==> config.mk <==
export PLATFORM = sky130hd
export DESIGN_NAME = msic_input_ctrl
export DESIGN_NICKNAME = d
export VERILOG_FILES = /design/src/msic_pkg.sv /design/src/msic_input_ctrl.sv
export VERILOG_INCLUDE_DIRS = /design/src
export SDC_FILE = /design/constraint.sdc
export NUM_CORES = 2
export LEC_CHECK = 0
export ABC_CLOCK_PERIOD_IN_PS = 10200
export BUFFER_PORTS_ARGS = -buffer_cell sky130_fd_sc_hd__buf_2
export CAP_MARGIN = 5
export CORE_AREA = 2 2 230 232
export DETAILED_ROUTE_END_ITERATION = 16
export DIE_AREA = 0 0 232 234
export HOLD_SLACK_MARGIN = 0.15
export PLACE_DENSITY = 0.79
export SYNTH_ARGS = -nofsm -noshare
export SYNTH_HDL_FRONTEND = slang
export SYNTH_SLANG_ARGS = --single-unit
==> constraint.sdc <==
create_clock -name core_clk -period 10.2 [get_ports core_clk]
set_input_delay 0.51 -clock core_clk [delete_from_list [all_inputs] [get_ports core_clk]]
set_output_delay 0.51 -clock core_clk [all_outputs]
set_load 0.01 [all_outputs]
==> src/msic_defs.svh <==
// offsets, field positions, reset values and sizes for the slice input control
`ifndef MSIC_DEFS_SVH
`define MSIC_DEFS_SVH

`define MSIC_ADDR_W        8
`define MSIC_OFS_CFG       8'h00
`define MSIC_OFS_STATUS    8'h04
`define MSIC_OFS_DIRECT    8'h08

`define MSIC_CFG_OP1_DEPTH 1:0
`define MSIC_CFG_OP2_DEPTH 3:2
`define MSIC_CFG_OP1_CASC  4
`define MSIC_CFG_OP2_CASC  5
`define MSIC_CFG_W         6
`define MSIC_CFG_RESET     6'h0A

`define MSIC_ST_MUX        6:0
`define MSIC_ST_FUNC       10:7
`define MSIC_ST_CSEL       13:11
`define MSIC_ST_FCARRY     14
`define MSIC_ST_ICARRY     15

`define MSIC_OP1_W         30
`define MSIC_OP2_W         18
`define MSIC_OP3_W         48
`define MSIC_MULT_A_W      25
`define MSIC_PROD_W        43
`define MSIC_MUX_W         7
`define MSIC_FUNC_W        4
`define MSIC_CSEL_W        3

`endif

==> src/msic_pkg.sv <==
// types shared by the slice input control
package msic_pkg;
  `include "msic_defs.svh"

  typedef logic [1:0] msic_depth_t;

  typedef struct packed {
    logic [`MSIC_OP1_W-1:0] op1;
    logic [`MSIC_OP2_W-1:0] op2;
    logic [`MSIC_OP3_W-1:0] op3;
    logic [`MSIC_OP1_W-1:0] op1_cascade_in;
    logic [`MSIC_OP2_W-1:0] op2_cascade_in;
  } msic_data_in_t;

  typedef struct packed {
    logic [`MSIC_MUX_W-1:0]  mux_select_code;
    logic [`MSIC_FUNC_W-1:0] function_select_code;
    logic [`MSIC_CSEL_W-1:0] carry_source_select;
    logic                    fabric_carry_input;
    logic                    internal_carry_in;
  } msic_ctrl_in_t;

  typedef struct packed {
    logic op1_first_reg_enable;
    logic op1_second_reg_enable;
    logic op2_first_reg_enable;
    logic op2_second_reg_enable;
    logic op3_reg_enable;
    logic product_pipe_enable;
    logic output_reg_enable;
    logic select_codes_reg_enable;
    logic fabric_carry_reg_enable;
    logic function_code_reg_enable;
    logic internal_carry_reg_enable;
  } msic_enables_t;

  typedef struct packed {
    logic op1_regs_clear;
    logic op2_regs_clear;
    logic op3_reg_clear;
    logic product_pipe_clear;
    logic output_reg_clear;
    logic select_codes_clear;
    logic carry_regs_clear;
    logic function_code_clear;
  } msic_clears_t;

  typedef struct packed {
    logic [`MSIC_MULT_A_W-1:0] mult_op1;
    logic [`MSIC_OP2_W-1:0]    mult_op2;
    logic [`MSIC_OP3_W-1:0]    concat_op;
    logic [`MSIC_OP3_W-1:0]    op3;
    logic [`MSIC_OP1_W-1:0]    op1_cascade_out;
    logic [`MSIC_OP2_W-1:0]    op2_cascade_out;
  } msic_data_out_t;

  typedef struct packed {
    logic [`MSIC_MUX_W-1:0]  mux_select_code;
    logic [`MSIC_FUNC_W-1:0] function_select_code;
    logic [`MSIC_CSEL_W-1:0] carry_source_select;
    logic                    fabric_carry;
    logic                    internal_carry;
  } msic_ctrl_out_t;
endpackage

==> src/msic_input_ctrl.sv <==
// input registers, pipeline depth control and control-code registers
`timescale 1ns/1ps
`include "msic_defs.svh"

module msic_input_ctrl
  import msic_pkg::*;
(
  input  wire logic                         core_clk,
  input  wire logic                         rstn,
  input  wire logic [`MSIC_ADDR_W-1:0]      reg_addr,
  input  wire logic [31:0]                  reg_wdata,
  input  wire logic                         reg_wr,
  input  wire logic                         reg_rd,
  output logic      [31:0]                  reg_rdata,
  input  wire msic_data_in_t                data_in,
  input  wire msic_ctrl_in_t                ctrl_in,
  input  wire msic_enables_t                enables,
  input  wire msic_clears_t                 clears,
  input  wire logic [`MSIC_OP3_W-1:0]       result_in,
  output msic_data_out_t                    data_out,
  output msic_ctrl_out_t                    ctrl_out,
  output logic      [`MSIC_PROD_W-1:0]      product,
  output logic      [`MSIC_OP3_W-1:0]       result
);

  // one register stage is loaded when its enable is high and the
  // configured depth uses it: the second stage at depth 1 or 2, the first stage at depth 2 only
  function automatic logic stage_used(input msic_depth_t depth,
                                      input logic        first);
    if (first)
      stage_used = (depth >= 2'd2);
    else
      stage_used = (depth != 2'd0);
  endfunction

  // depth 3 is not a legal setting and behaves as depth 2
  function automatic logic [1:0] clamp_depth(input logic [1:0] d);
    clamp_depth = (d == 2'd3) ? 2'd2 : d;
  endfunction

  logic [`MSIC_CFG_W-1:0]    cfg_r,      cfg_nxt;
  logic [31:0]               rdata_r,    rdata_nxt;
  logic [`MSIC_OP1_W-1:0]    op1_a_r,    op1_a_nxt;
  logic [`MSIC_OP1_W-1:0]    op1_b_r,    op1_b_nxt;
  logic [`MSIC_OP2_W-1:0]    op2_a_r,    op2_a_nxt;
  logic [`MSIC_OP2_W-1:0]    op2_b_r,    op2_b_nxt;
  logic [`MSIC_OP3_W-1:0]    op3_r,      op3_nxt;
  logic [`MSIC_PROD_W-1:0]   prod_r,     prod_nxt;
  logic [`MSIC_OP3_W-1:0]    res_r,      res_nxt;
  logic [`MSIC_MUX_W-1:0]    mux_r,      mux_nxt;
  logic [`MSIC_CSEL_W-1:0]   csel_r,     csel_nxt;
  logic [`MSIC_FUNC_W-1:0]   func_r,     func_nxt;
  logic                      fcarry_r,   fcarry_nxt;
  logic                      icarry_r,   icarry_nxt;

  msic_depth_t               op1_depth;
  msic_depth_t               op2_depth;
  logic [`MSIC_OP1_W-1:0]    op1_src;
  logic [`MSIC_OP2_W-1:0]    op2_src;
  logic [`MSIC_OP1_W-1:0]    op1_eff;
  logic [`MSIC_OP2_W-1:0]    op2_eff;
  logic [`MSIC_PROD_W-1:0]   mult_full;

  assign op1_depth = clamp_depth(cfg_r[`MSIC_CFG_OP1_DEPTH]);
  assign op2_depth = clamp_depth(cfg_r[`MSIC_CFG_OP2_DEPTH]);

  // cascade or direct source ahead of the first register stage
  assign op1_src = cfg_r[`MSIC_CFG_OP1_CASC] ?
                   data_in.op1_cascade_in : data_in.op1;
  assign op2_src = cfg_r[`MSIC_CFG_OP2_CASC] ?
                   data_in.op2_cascade_in : data_in.op2;

  // operand seen by the datapath after the configured number of stages
  always_comb begin
    unique case (op1_depth)
      2'd0:    op1_eff = op1_src;
      2'd1:    op1_eff = op1_b_r;
      default: op1_eff = op1_b_r;
    endcase
    unique case (op2_depth)
      2'd0:    op2_eff = op2_src;
      2'd1:    op2_eff = op2_b_r;
      default: op2_eff = op2_b_r;
    endcase
  end

  // signed 25x18 product feeding the product pipe register
  assign mult_full = `MSIC_PROD_W'($signed(op1_eff[`MSIC_MULT_A_W-1:0]) *
                                   $signed(op2_eff));

  // ---------------- operand registers ----------------
  always_comb begin
    op1_a_nxt = op1_a_r;
    op1_b_nxt = op1_b_r;
    op2_a_nxt = op2_a_r;
    op2_b_nxt = op2_b_r;
    if (!rstn || clears.op1_regs_clear) begin
      op1_a_nxt = '0;
      op1_b_nxt = '0;
    end else begin
      if (enables.op1_first_reg_enable && stage_used(op1_depth, 1'b1))
        op1_a_nxt = op1_src;
      if (enables.op1_second_reg_enable && stage_used(op1_depth, 1'b0))
        op1_b_nxt = (op1_depth == 2'd2) ? op1_a_r : op1_src;
    end
    if (!rstn || clears.op2_regs_clear) begin
      op2_a_nxt = '0;
      op2_b_nxt = '0;
    end else begin
      if (enables.op2_first_reg_enable && stage_used(op2_depth, 1'b1))
        op2_a_nxt = op2_src;
      if (enables.op2_second_reg_enable && stage_used(op2_depth, 1'b0))
        op2_b_nxt = (op2_depth == 2'd2) ? op2_a_r : op2_src;
    end
  end

  always_ff @(posedge core_clk) begin
    op1_a_r <= op1_a_nxt;
    op1_b_r <= op1_b_nxt;
    op2_a_r <= op2_a_nxt;
    op2_b_r <= op2_b_nxt;
  end

  // ---------------- op3, product pipe, output ----------------
  always_comb begin
    op3_nxt  = op3_r;
    prod_nxt = prod_r;
    res_nxt  = res_r;
    if (!rstn || clears.op3_reg_clear)
      op3_nxt = '0;
    else if (enables.op3_reg_enable)
      op3_nxt = data_in.op3;
    if (!rstn || clears.product_pipe_clear)
      prod_nxt = '0;
    else if (enables.product_pipe_enable)
      prod_nxt = mult_full;
    if (!rstn || clears.output_reg_clear)
      res_nxt = '0;
    else if (enables.output_reg_enable)
      res_nxt = result_in;
  end

  always_ff @(posedge core_clk) begin
    op3_r  <= op3_nxt;
    prod_r <= prod_nxt;
    res_r  <= res_nxt;
  end

  // ---------------- control-code and carry registers ----------------
  always_comb begin
    mux_nxt    = mux_r;
    csel_nxt   = csel_r;
    func_nxt   = func_r;
    fcarry_nxt = fcarry_r;
    icarry_nxt = icarry_r;
    if (!rstn || clears.select_codes_clear) begin
      mux_nxt  = '0;
      csel_nxt = '0;
    end else if (enables.select_codes_reg_enable) begin
      mux_nxt  = ctrl_in.mux_select_code;
      csel_nxt = ctrl_in.carry_source_select;
    end
    if (!rstn || clears.function_code_clear)
      func_nxt = '0;
    else if (enables.function_code_reg_enable)
      func_nxt = ctrl_in.function_select_code;
    if (!rstn || clears.carry_regs_clear) begin
      fcarry_nxt = 1'b0;
      icarry_nxt = 1'b0;
    end else begin
      if (enables.fabric_carry_reg_enable)
        fcarry_nxt = ctrl_in.fabric_carry_input;
      if (enables.internal_carry_reg_enable)
        icarry_nxt = ctrl_in.internal_carry_in;
    end
  end

  always_ff @(posedge core_clk) begin
    mux_r    <= mux_nxt;
    csel_r   <= csel_nxt;
    func_r   <= func_nxt;
    fcarry_r <= fcarry_nxt;
    icarry_r <= icarry_nxt;
  end

  // ---------------- register port ----------------
  // read data is valid only in the cycle after the read strobe
  always_comb begin
    cfg_nxt   = cfg_r;
    rdata_nxt = '0;
    if (!rstn) begin
      cfg_nxt = `MSIC_CFG_RESET;
    end else begin
      if (reg_wr && reg_addr == `MSIC_OFS_CFG)
        cfg_nxt = reg_wdata[`MSIC_CFG_W-1:0];
      if (reg_rd) begin
        unique case (reg_addr)
          `MSIC_OFS_CFG:
            rdata_nxt = {26'h0, cfg_r};
          `MSIC_OFS_STATUS: begin
            rdata_nxt[`MSIC_ST_MUX]    = mux_r;
            rdata_nxt[`MSIC_ST_FUNC]   = func_r;
            rdata_nxt[`MSIC_ST_CSEL]   = csel_r;
            rdata_nxt[`MSIC_ST_FCARRY] = fcarry_r;
            rdata_nxt[`MSIC_ST_ICARRY] = icarry_r;
          end
          `MSIC_OFS_DIRECT:
            rdata_nxt = {2'h0, op1_eff};
          default:
            rdata_nxt = '0;
        endcase
      end
    end
  end

  always_ff @(posedge core_clk) begin
    cfg_r   <= cfg_nxt;
    rdata_r <= rdata_nxt;
  end

  assign reg_rdata = rdata_r;

  // ---------------- outputs ----------------
  always_comb begin
    data_out.mult_op1        = op1_eff[`MSIC_MULT_A_W-1:0];
    data_out.mult_op2        = op2_eff;
    data_out.concat_op       = {op1_eff, op2_eff};
    data_out.op3             = op3_r;
    data_out.op1_cascade_out = op1_eff;
    data_out.op2_cascade_out = op2_eff;
    ctrl_out.mux_select_code      = mux_r;
    ctrl_out.function_select_code = func_r;
    ctrl_out.carry_source_select  = csel_r;
    ctrl_out.fabric_carry         = fcarry_r;
    ctrl_out.internal_carry       = icarry_r;
  end

  assign product = prod_r;
  assign result  = res_r;

endmodule

Word-level counts from Yosys, hierarchy flattened
Cells that the tools add are included.
{"block": "totals", "ff_bits": 289, "input_bits": 271, "mem_count": 0, "latch_bits": 0, "wordCells": 58, "rom_bits": 0, "mem_bits_rw": 0, "output_inout_bits": 326}
{"block": "classes", "n_eq_ne": 6, "multipliers": 1, "div": 0, "reduce_logical": 21, "n_addsub": 0, "mux": 13, "shift": 0, "n_bitwise": 0, "n_lt_le_gt_ge": 2}
{"cell": "$mux 30", "n": 3}
{"cell": "$mux 18", "n": 3}
{"cell": "$pmux 16 s3", "n": 1}
{"cell": "$mul 25x18->43", "n": 1}
{"cell": "$eq 2x2->1 const B", "n": 4}
{"cell": "$eq 8x3->1 const B", "n": 1}
{"cell": "$eq 8x4->1 const B", "n": 1}
{"cell": "$logic_not 8->1", "n": 1}
{"cell": "$logic_or 1x1->1", "n": 8}
{"cell": "$logic_and 1x1->1", "n": 5}
{"cell": "$ge 2x2->1 const B", "n": 2}
{"cell": "$logic_not 2->1", "n": 2}
{"cell": "$mux 1", "n": 4}
{"cell": "$mux 2", "n": 2}
{"cell": "$reduce_bool 2->1", "n": 2}
{"cell": "$reduce_and 3->1", "n": 1}
{"cell": "$reduce_and 2->1", "n": 1}
{"cell": "$logic_not 1->1", "n": 1}

Longest topological paths before layout
{"block": "logic_depth", "ltp_word": 5, "depth_mapped": 30, "mapped_depth_nobuf": 26}

Least setup slack after synthesis
No wires, ideal clock.
{"block": "synth_timing", "kind": "flip-flop to flip-flop", "from": "reg cfg_r[4]", "to": "reg prod_r[41], in the netlist product[41]", "path_stages_with_launch": 29, "arrival_ps": 7445, "t_required_ps": 10121, "path_slack_ps": 2676, "path_buffers": 5, "setup_time_ps": 79, "period_less_slack_ps": 7524, "path_cell_list": "dfxtp_1 > clkbuf_1 > buf_1 > mux2i_1 > a21o_1 > clkbuf_1 > inv_1 > clkbuf_1 > nand2_1 > fa_1 > fa_1 > fa_1 > inv_1 > fa_1 > inv_1 > fa_1 > fa_1 > inv_1 > ha_1 > buf_6 > a21o_1 > a21o_1 > a2111oi_2 > nor4_1 > a311oi_2 > a21oi_2 > a2111oi_4 > mux2_1 > o211ai_1"}
{"element": "from (decl)", "line_no": "msic_input_ctrl.sv:41", "source": "logic [`MSIC_CFG_W-1:0] cfg_r, cfg_nxt;"}
{"element": "from (signal assigned)", "line_no": "msic_input_ctrl.sv:217", "source": "cfg_r <= cfg_nxt;"}
{"element": "to (signal assigned)", "line_no": "msic_input_ctrl.sv:145", "source": "prod_r <= prod_nxt;"}
{"element": "to (decl)", "line_no": "msic_input_ctrl.sv:48", "source": "logic [`MSIC_PROD_W-1:0] prod_r, prod_nxt;"}

Worst setup path after layout
{"block": "layout_timing", "from": "reg cfg_r[5]", "to": "reg prod_r[39], in the netlist product[39]"}
{"block": "layout_between", "elab_chain_cells": 3}
{"element": "$mux 18", "line_no": "msic_input_ctrl.sv:70", "source": "assign op2_src = cfg_r[`MSIC_CFG_OP2_CASC] ?"}
{"element": "$mux 18", "line_no": "msic_input_ctrl.sv:80", "source": "unique case (op2_depth)"}
{"element": "$mul 25x18->43", "line_no": "msic_input_ctrl.sv:88", "source": "assign mult_full = `MSIC_PROD_W'($signed(op1_eff[`MSIC_MULT_A_W-1:0]) *"}
No other way between the ends.
A chain may end at the register's enable or synchronous reset.

==> impl_metrics.ini <==
[timing]
period_share = 0.868
final_hold_viol_count = 0
fin_crit_ps = 8850
fmax_mhz = 113
tightest_slew_ps = 1380
final.setup_skew_ps = 18.8
slew_viol_final = 0
rsz0062_at_grt = false
tns_ps = 0
setup_violations = 0
max_slew_margin = 0.0826

[routing]
detail_route.vias_per_cell = 5.44
totalWireLength_mm = 94.5
final_antenna_net_count = 0
drtIter0Drc = 2130
drc = 0
first_pass_iters = 6
routedWlPerCell_um = 22.0
via_count = 23412

[global_route]
antenna_found_initial = 16
grt_pass1_vias = 22844
met1_usage = 0.424
use_met3 = 0.144
grt_first_pass_wirelength_mm = 140
grt_max_degree = 65
grt-ovfl-total = 0
track_usage = 0.348
grt_use_met2 = 0.533
top_usage_layer = met2

[floorplanning]
num_rows = 84
ios = 597
dieArea_um2 = 54300
initial_utilization = 0.532
die_w_um = 232
core_um2 = 52000
die_h_um = 234

[cts]
cts_tree = done
cts_buffer_depth = 3
cts_root_buf = clkbuf_16
cts_hold_buf = 0
htreeDepth = 2
cts.clk_slew.worst_paths_ps = 60
cts_setup_buffers = 0
cts_made_buffers = 34
ctsResizeCount = 0
insertion_delay_ps = 560
clock_sinks = 287

[synth]
yosys_warnings = 0
seq_area_frac_synth = 0.208
synth_top_area_frac = 0.319
synth_cells = 3202
yosys.cell_types.count = 62
syn-cell-area_um2 = 27700
ys.flop_type = dfxtp_1
async_flop_share = 0
synthTopCellsByArea = fa_1, dfxtp_1, nor2_1, inv_1, mux2i_1
synth.ff_latch_count = 287
syn_avg_cell_area_um2 = 8.64
synth_top_cell_by_area = fa_1
synth_edf_count = 0

[setup_path]
worstSetupStartpointType = flip-flop
crit_family = adder cells
max_stage_delay_ps = 880
path_cells = mux2i_1 -> a21o_1 -> inv_1 -> nand2_1 -> fa_1 -> fa_1 -> inv_1 -> fa_1 -> fa_1 -> fa_1 -> inv_1 -> fa_1 -> inv_1 -> ha_1 -> nand4_1 -> nor3_1 -> nand3_1 -> nand3b_1 -> a311oi_2 -> a21oi_2 -> a21oi_1 -> or3_1 -> nand3_1
cp_max_fo = 15
critPathSlowestCell = dfxtp_1
path_class = flip-flop to flip-flop
endpoint_kind = flip-flop
cpMostUsedCell = fa_1
crit_required_ps = 10690
critPathBufInv = 4
cp_data_arrival_time_ps = 9340

[finish]
utilization = 0.606
drive_gt1_frac = 0.190
fill_cells = 4411
syn_to_final_growth_pct = 14.0
regArea_um2 = 5750
fin_nets = 4401
multi_input_area_um2 = 18600

[power_and_ir_drop]
vdd_drop_max_v = 0.0000925
p_leak_nw = 16.0
power_density_nw_per_um2 = 86.3

[placement]
hpwlAfterDp_mm = 76.1
gp_congestion = 0.974
portBuffers = 568

[flow_run]
max-cap-violations = 0

[min_path]
hold_path.class = input pin to flip-flop

[status]
status = finished clean
-- final timing paths --
kind,from,endpoint,slack [ps],cells after the start
max,cfg_r[5],product[39],1350,23
min,data_in[56],op3_r[8],190,3
max reg2reg,cfg_r[5],product[39],1350,23
min reg2reg,product[40],product[40],470,2
-- registers in the layout (all words and copies together) (netlist names) --
name and cells:
op1_b_r 30, reg_rdata 30, result 48, mux_r 7
op2_b_r 18, product 43, csel_r 3, op1_a_r 30
func_r 4, op3_r 48, op2_a_r 18, cfg_r 6
icarry_r 1, fcarry_r 1
-- layout make-up --
cell class | instances | area share
well taps | 688 | 0.0273
clock inverters | 14 | 0.00587
inverters | 538 | 0.0640
clock buffers | 47 | 0.0311
multi-input cells | 2118 | 0.590
repair buffers | 603 | 0.0985
diodes | 8 | 0.000635
flip-flops and latches | 287 | 0.182
-- placed cells by master (no fill, tap or decap), types with 9 or more instances in the layout --
cell / synthesis / routed
nand3_1: 23 / 23
fa_1: 441 / 441
nor2b_1: 9 / 9
buf_2: 0 / 567
inv_1: 530 / 530
xnor2_1: 23 / 23
and2_1: 12 / 11
a22oi_1: 11 / 11
nor3_1: 11 / 11
a21oi_1: 142 / 139
buf_4: 95 / 36
mux2i_1: 179 / 179
o21ai_0: 26 / 26
clkbuf_16: 0 / 34
nand2_1: 303 / 303
xor2_1: 10 / 10
nor2_1: 597 / 595
a21o_1: 58 / 58
ha_1: 107 / 107
nand2b_1: 15 / 12
dfxtp_1: 287 / 285
a211oi_1: 56 / 56
-- worst register-to-register path: stages, from the launching register on --
cell and delay, ps:
dfxtp_1 880, mux2i_1 410, a21o_1 660, inv_1 670, nand2_1 390, fa_1 500, fa_1 550, inv_1 70
fa_1 480, fa_1 510, fa_1 500, inv_1 50, fa_1 470, inv_1 40, ha_1 360, nand4_1 140
nor3_1 710, nand3_1 280, nand3b_1 180, a311oi_2 60, a21oi_2 330, a21oi_1 130, or3_1 350, nand3_1 70
-- power by group --
| part | internal [mW] | total [mW] | switching, mW |
|---|---|---|---|
| logic | 0.109 | 0.305 | 0.196 |
| clock network | 0.735 | 1.26 | 0.522 |
| registers | 1.15 | 1.16 | 0.0150 |
-- through the flow --
stage	total power [mW]	hold WS, ps	setup WS [ps]	area [µm²]	std cells
finish	2.72	188	1350	31500	4303
global route	2.81	191	996	31500	4297
CTS	2.74	175	1460	31500	4295
detailed placement	1.48	443	1460	30400	4234
global placement	1.48	432	1570	30400	4234
floorplan	1.34	455	2680	27700	3203
-- layer usage --
layer	share of wire	routed length, µm
met1	0.36	34400
met2	0.44	42000
met3	0.14	12800
met4	0.055	5210
met5	0.00099	94
-- synth_stat cells (3+ instances only) --
library cell and instances:
fa_1 441, inv_1 530, and4_1 3, a22oi_1 11, nor2b_1 9, mux2i_1 179
a21o_1 58, a21oi_1 142, o22ai_1 3, nor3_1 11, buf_1 29, a211o_1 3
nand2_1 303, clkinv_1 7, a21boi_0 6, o31ai_1 3, a222oi_1 6, nor2_1 597
a211oi_1 56, xnor2_1 23, o21ai_0 26, o21a_1 6, clkbuf_1 135, and3_1 3
nand2b_1 15, o211ai_1 4, xor2_1 10, o21bai_1 3, nand3b_1 7, buf_4 95
or3_1 4, nand4_1 7, and2_1 12, nand3_1 23, dfxtp_1 287, ha_1 107
a31oi_1 4
-- cell families after synthesis --
group / share of synthesized area
AO/OA/AOI/OAI: 0.0825
multiplexers: 0.0652
adder cells (fa/ha/maj): 0.368
buffers and inverters: 0.121
AND/OR/NAND/NOR: 0.145
other: 0.000136
XOR/XNOR: 0.0104
flip-flops: 0.208
Power figures use the tool's default switching activity.
